<file path="config.mk">
export PLATFORM = sky130hd
export DESIGN_NAME = ladder_reference_control
export DESIGN_NICKNAME = d
export VERILOG_FILES = /design/src/logic/ladder_pkg.sv /design/src/logic/ladder_level_calc.sv /design/src/logic/ladder_pad_route.sv /design/src/logic/ladder_reference_control.sv
export SDC_FILE = /design/constraint.sdc
export NUM_CORES = 1
export LEC_CHECK = 0
export BUFFER_PORTS_ARGS = -buffer_cell sky130_fd_sc_hd__buf_2
export CORE_ASPECT_RATIO = 0.8
export CORE_MARGIN = 1.5
export CORE_UTILIZATION = 30
export CTS_CLUSTER_DIAMETER = 80
export DETAILED_ROUTE_END_ITERATION = 10
export PLACE_DENSITY = 0.65
export SLEW_MARGIN = 25
export SYNTH_ARGS = -nofsm -noshare
export SYNTH_HDL_FRONTEND = slang
export SYNTH_HIERARCHICAL = 1
export SYNTH_SLANG_ARGS = --single-unit
</file>
<file path="constraint.sdc">
create_clock -name clk -period 2 [get_ports clk]
set_input_delay 0.1 -clock clk [delete_from_list [all_inputs] [get_ports clk]]
set_output_delay 0.1 -clock clk [all_outputs]
set_load 0.005 [all_outputs]
</file>
<file path="src/logic/ladder_pkg.sv">
// constants shared by the ladder reference control block
package ladder_pkg;

   // apb register map, byte addresses
   localparam logic [11:0] CTRL_OFFSET = 12'h000;
   localparam logic [11:0] STATUS_OFFSET = 12'h004;

   // control register field positions
   localparam int POWER_BIT = 7;
   localparam int PIN_OE_BIT = 6;
   localparam int RANGE_BIT = 5;
   localparam int SOURCE_BIT = 4;
   localparam int TAP_MSB = 3;
   localparam int TAP_LSB = 0;
   localparam int CTRL_WIDTH = 8;
   localparam int TAP_WIDTH = 4;

   // reset value of the control register
   localparam logic [7:0] CTRL_RESET = 8'h00;

   // status register field positions
   localparam int ST_ROUTED_BIT = 8;
   localparam int ST_LEVEL_LSB = 0;
   localparam int ST_LEVEL_MSB = 6;

   // level code is in units of one ninety-sixth of the supply span
   localparam int LEVEL_WIDTH = 7;
   localparam int LEVEL_DEN = 96;
   localparam logic [6:0] LOW_STEP = 7'h04;   // 1/24 = 4/96
   localparam logic [6:0] HIGH_BASE = 7'h18;  // 1/4 = 24/96
   localparam logic [6:0] HIGH_STEP = 7'h03;  // 1/32 = 3/96

   // range encodings of the range field
   localparam logic RANGE_LOW = 1'b1;
   localparam logic RANGE_HIGH = 1'b0;

   // source encodings of the source field
   localparam logic SOURCE_EXT_PINS = 1'b1;
   localparam logic SOURCE_ANALOG_RAILS = 1'b0;

   // apb read data width
   localparam int DATA_WIDTH = 32;

endpackage : ladder_pkg

</file>
<file path="src/logic/ladder_level_calc.sv">
// registered level code of the selected ladder tap, in 1/96 of the span
`timescale 1ns/1ps

module ladder_level_calc #(
   parameter int TAP_W = 4
) (
   // clock and reset
   input wire logic clk,
   input wire logic resetn,
   // settings
   input wire logic range_low,
   input wire logic [TAP_W-1:0] tap,
   // level
   output logic [6:0] level
);

   typedef struct packed {
      logic [6:0] level;
   } calc_s;

   calc_s st_q;
   calc_s st_d;
   logic [6:0] tap_ext;

   // low range: tap/24; high range: 1/4 + tap/32
   always_comb begin
      tap_ext = 7'(tap);
      st_d = st_q;
      if (range_low == ladder_pkg::RANGE_LOW) begin
         st_d.level = 7'(tap_ext * ladder_pkg::LOW_STEP); // [RULE_03] [RULE_05]
      end else begin
         st_d.level = 7'(ladder_pkg::HIGH_BASE + tap_ext * ladder_pkg::HIGH_STEP); // [RULE_05]
      end
   end

   // registered so the level output comes from a flop
   always_ff @(posedge clk) begin
      if (!resetn) begin
         // the cleared register means high range at tap zero, so start at that
         // code; a zero here would show a false step just after release
         st_q.level <= ladder_pkg::HIGH_BASE; // [RULE_06]
      end else begin
         st_q <= st_d;
      end
   end

   assign level = st_q.level;

endmodule : ladder_level_calc

</file>
<file path="src/logic/ladder_pad_route.sv">
// switch that puts the ladder level on the shared reference pin
`timescale 1ns/1ps

module ladder_pad_route (
   // settings
   input wire logic pin_oe,
   input wire logic dir_input,
   // pad controls
   output logic route_on,
   output logic digital_in_off
);

   // route only when enabled and the pin is set as input; the digital
   // driver would otherwise fight the weak ladder output
   assign route_on = pin_oe & dir_input; // [RULE_02]
   // the digital input buffer draws current on an analog level
   assign digital_in_off = pin_oe & dir_input;

endmodule : ladder_pad_route

</file>
<file path="src/logic/ladder_reference_control.sv">
// apb control register bank of the 16-tap resistor ladder reference
//
// Contract
// (RULE_01) power bit 7 powers the ladder
// (RULE_02) pin output only if bit 6 and input
// (RULE_03) bit 5 one low range, zero high
// (RULE_04) bit 4 selects external pins or rails
// (RULE_05) low four bits give tap 0 to 15
// (RULE_06) any reset clears the whole register
// (RULE_07) wake from sleep keeps every bit
// (RULE_08) independent of the comparator mode
// (RULE_09) software disables ladder before sleep
// (RULE_10) all eight bits read back as written
//
// The register addresses and the APB slave port are this design's own decisions.
`timescale 1ns/1ps

module ladder_reference_control (
   // clock and reset
   input wire logic clk,
   input wire logic resetn,
   // apb slave
   input wire logic psel,
   input wire logic penable,
   input wire logic pwrite,
   input wire logic [11:0] paddr,
   input wire logic [31:0] pwdata,
   input wire logic [3:0] pstrb,
   output logic [31:0] prdata,
   output logic pready,
   output logic pslverr,
   // port f direction bit of the shared pin, one means input
   input wire logic port_f_direction,
   // analog ladder controls
   output logic ladder_power_enable,
   output logic ladder_range_select,
   output logic ladder_source_select,
   output logic [3:0] ladder_tap_index,
   output logic [6:0] ladder_output_level,
   // pad controls of the shared reference pin
   output logic ladder_pin_output_enable,
   output logic shared_reference_pin_route,
   output logic shared_reference_pin_din_off
);

   typedef struct packed {
      logic [7:0] ctrl;
      logic [31:0] rdata;
   } bank_s;

   bank_s st_q;
   bank_s st_d;

   logic setup_phase;
   logic access_phase;
   logic hit_ctrl;
   logic hit_status;
   logic mapped;
   logic wr_ctrl;
   logic [6:0] level;
   logic route_on;
   logic din_off;
   logic [31:0] status_word;

   // apb decode; the slave never inserts wait states
   assign setup_phase = psel & ~penable;
   assign access_phase = psel & penable;
   assign hit_ctrl = (paddr == ladder_pkg::CTRL_OFFSET);
   assign hit_status = (paddr == ladder_pkg::STATUS_OFFSET);
   assign mapped = hit_ctrl | hit_status;
   assign pready = 1'b1;
   // unmapped addresses and writes to the read-only status word fail
   assign pslverr = access_phase & (~mapped | (hit_status & pwrite));
   // byte lane 0 carries the whole control register
   assign wr_ctrl = access_phase & pwrite & hit_ctrl & pstrb[0];

   // status shows what the analog side really sees
   always_comb begin
      status_word = '0;
      status_word[ladder_pkg::ST_LEVEL_MSB:ladder_pkg::ST_LEVEL_LSB] = level;
      status_word[ladder_pkg::ST_ROUTED_BIT] = route_on;
   end

   // next state: register write and read data capture
   always_comb begin
      st_d = st_q;
      if (wr_ctrl) begin
         st_d.ctrl = pwdata[7:0]; // [RULE_10]
      end
      // no sleep or wake term touches ctrl, so it survives a wake
      // from sleep unchanged [RULE_07]
      if (setup_phase && !pwrite) begin
         // read data is taken a cycle early so prdata comes from a flop
         if (hit_ctrl) begin
            st_d.rdata = {24'h000000, st_q.ctrl}; // [RULE_10]
         end else if (hit_status) begin
            st_d.rdata = status_word;
         end else begin
            st_d.rdata = 32'h00000000;
         end
      end
   end

   // one register stage for all state
   always_ff @(posedge clk) begin
      if (!resetn) begin
         st_q.ctrl <= ladder_pkg::CTRL_RESET; // [RULE_06]
         st_q.rdata <= 32'h00000000;
      end else begin
         st_q <= st_d;
      end
   end

   assign prdata = st_q.rdata;

   // field outputs straight from the control flops; the comparator mode
   // is not an input here, so these act in every comparator mode [RULE_08]
   assign ladder_power_enable = st_q.ctrl[ladder_pkg::POWER_BIT]; // [RULE_01]
   assign ladder_pin_output_enable = st_q.ctrl[ladder_pkg::PIN_OE_BIT]; // [RULE_02]
   assign ladder_range_select = st_q.ctrl[ladder_pkg::RANGE_BIT]; // [RULE_03]
   assign ladder_source_select = st_q.ctrl[ladder_pkg::SOURCE_BIT]; // [RULE_04]
   assign ladder_tap_index = st_q.ctrl[ladder_pkg::TAP_MSB:ladder_pkg::TAP_LSB]; // [RULE_05]
   // level code follows the register one cycle later
   assign ladder_output_level = level;
   assign shared_reference_pin_route = route_on;
   assign shared_reference_pin_din_off = din_off;

   // tap to level code
   ladder_level_calc #(
      .TAP_W(ladder_pkg::TAP_WIDTH)
   ) u_level (
      .clk(clk),
      .resetn(resetn),
      .range_low(st_q.ctrl[ladder_pkg::RANGE_BIT]),
      .tap(st_q.ctrl[ladder_pkg::TAP_MSB:ladder_pkg::TAP_LSB]),
      .level(level)
   );

   // pin routing switch
   ladder_pad_route u_pad (
      .pin_oe(st_q.ctrl[ladder_pkg::PIN_OE_BIT]),
      .dir_input(port_f_direction),
      .route_on(route_on),
      .digital_in_off(din_off)
   );
endmodule : ladder_reference_control

</file>
==> flow_summary.yaml <==
placement:
  place_congestion: 0.818
  dpl_cell_area_sq_um: 1630
  io_buffers: 53
  dp_cells: 257
  dp_hpwl_mm: 2.38
cts:
  post_cts_resized: 0
  worstSkewPairLatency_ps: 260
  cts_root_buf: "clkbuf_8"
  ctsHoldBuffers: 0
  path_clk_slew_ps: 80
  cts_made_buffers: 3
  htreeDepth: 1
  clockBufferDepth: 2
  tritoncts: "yes"
  postCtsSetupRepairBufs: 0
  clock-sinks: 24
detailed_routing:
  ant_nets: 0
  drt_iter0_drc: 18
  via_per_inst: 4.18
  num_vias: 1090
  wl_mm: 2.93
  wl_per_cell_um: 11.2
  drt_pass1_iterations: 4
  drc_errors: 0
die:
  die_y_um: 64.0
  rows: 21
  chipWidth_um: 79.2
  core_sq_um: 4340
  ios: 105
  start_util: 0.322
  fp.dieArea_sq_um: 5070
pwr:
  clkPwrFrac: 0.429
  power.density_nw_per_um2: 574
  pwr-share-comb: 0.081
  ir_worst_vdd_mv: 0.293
  p_seq_frac: 0.490
  p_leak_nw: 0.830
  internal_power_mw: 0.777
  power.switching_mw: 0.197
  sw_frac_of_total: 0.202
  finalPower_mw: 0.973
logic_synthesis:
  syn_area_sq_um: 1400
  syn_area_per_cell_sq_um: 9.18
  ys_warn_count: 6
  synth_area_leader_cell: "dfxtp_1"
  synth_common_cells: "25 x buf_4, 24 x dfxtp_1, 23 x nand2_1"
  synthDistinctLibCells: 33
  synth_area_leaders: "dfxtp_1 34%, buf_4 13%, mux2i_1 13%"
  synthCells: 152
  async_flop_share: 0
  yosysSeqAreaShare: 0.344
  ys_dominant_reg_cell: "dfxtp_1"
  yosysMostFrequentCell: "buf_4"
  ys_seq_elements: 24
  yosysTopAreaCellShare: 0.344
  synth_edf_count: 0
critical_path:
  cpPeakStageDelay_ps: 420
  crit_buf_inv: 1
  cp_top_family: "adder cells"
  cp.required_ps: 2200
  cp_data_arrival_time_ps: 2060
  path_class: "flip-flop to flip-flop"
  worstSetupStartpointType: "flip-flop"
  cpMaxStageDelayCell: "dfxtp_1"
  end_kind: "flip-flop"
  crit_path_max_fanout: 5
  path_cells: "ha_1, inv_1, fa_1, or3b_1, a21oi_2, mux2i_1"
status:
  status: "completed"
grt:
  grt.total_usage: 0.122
  grt_max_degree: 18
  grt_pass1_vias: 1053
  grt_overflow: 0
  antenna_found_initial: 0
  grt_pass1_wl_mm: 4.92
cells_and_area:
  final-instance-count-excl-fill: 261
  diodes: 0
  final_cell_area_sq_um: 1700
  syn2layout_area_growth_pct: 21.6
  nets: 266
  layout-drive-gt1-share: 0.328
timing:
  setup_viol: 0
  period_share: 0.928
  fin_tns_setup_ps: 0
  slew_violations: 0
  hold_violations: 0
  fin_crit_ps: 1860
  fin_skew_ps: 3.02
  rsz0062_at_grt: "no"
  fmax_ghz: 0.539
  fin_hold_ws_ps: 74.5
hold_path:
  hp-class: "input port to flip-flop"
flow_run:
  maxCapViolCount: 0
## path summary, 6_finish.rpt
path                                          start              endpoint  slack [ps]  cells past startpoint
worst min-delay path                      pwdata[4]  ladder_source_select          70                      3
worst max register to register  ladder_tap_index[2]      u_level/level[5]         140                      6
worst min register to register            prdata[5]             prdata[5]         460                      2
worst max-delay path            ladder_tap_index[2]      u_level/level[5]         140                      6
## power groups by stage
stage / logic [mW] / clock network [mW] / registers [mW]
global route: 0.0894 / 0.447 / 0.477
floorplan: 0.0744 / 0 / 0.489
finish: 0.0788 / 0.417 / 0.477
global placement: 0.0776 / 0 / 0.489
detailed placement: 0.0782 / 0 / 0.489
CTS: 0.0783 / 0.430 / 0.477
## cells by family after synthesis
group	after synthesis	synth area share
mux	18	0.129
other cells	2	0.00538
simple gates	50	0.208
xor+xnor	1	0.00628
compound gates	13	0.0574
flops	24	0.344
buf+inv	37	0.176
fa+ha+maj	7	0.0735
## state kept, by name (all words and copies together), names as in the netlist
signal and count:
prdata 9, u_level/level 7, ladder_tap_index 4, ladder_pin_output_enable 1
ladder_power_enable 1, ladder_range_select 1, ladder_source_select 1
## worst register-to-register path, stage by stage (launching register included)
cell     delay [ps]
dfxtp_1         420
ha_1            170
inv_1            70
fa_1            420
or3b_1          370
a21oi_2         170
mux2i_1         180
## cells in the final DEF, fill, tap and decap left out
cell type and instances:
ha_1 5, dfxtp_1 24, buf_4 5, o21ai_0 5, fa_1 2, buf_2 53, nor3_1 1, nor4b_1 1
xor2_1 1, mux2i_1 18, o21ai_1 4, nor2_1 1, o211ai_1 1, and4_1 1, nand3_1 9, a21oi_2 1
nand2b_1 1, or3b_1 1, o211a_1 1, conb_1 24, nor4_4 2, or3b_2 1, and4bb_2 1, bufinv_16 1
a41oi_1 1, and2_1 3, nor2b_1 2, nand4_1 2, and4b_1 1, nand2_1 23, clkbuf_8 3, inv_1 5
## per-stage QoR
stage	util	setup slack [ps]
floorplan	-	172
global placement	0.375	150
detailed placement	0.375	154
CTS	0.391	133
global route	0.391	30.7
finish	0.391	144
## final cells by class
type / instances / area [sq um]
Fill cell: 486 / 2640
Inverter: 5 / 18.8
Multi-Input combinational cell: 113 / 752
Clock buffer: 3 / 41.3
Tap cell: 57 / 71.3
Timing Repair Buffer: 58 / 303
Sequential cell: 24 / 480
Clock inverter: 1 / 30.0
## routing by layer
metal | up-vias | part of all wire | GRT usage
met1 | 481 | 0.47 | 0.154
met5 | - | 0 | 0
met3 | 4 | 0.079 | 0.0429
met4 | 0 | 0.012 | 0.0263
li1 | 568 | - | -
met2 | 37 | 0.44 | 0.201
Power figures use the tool's default switching activity.
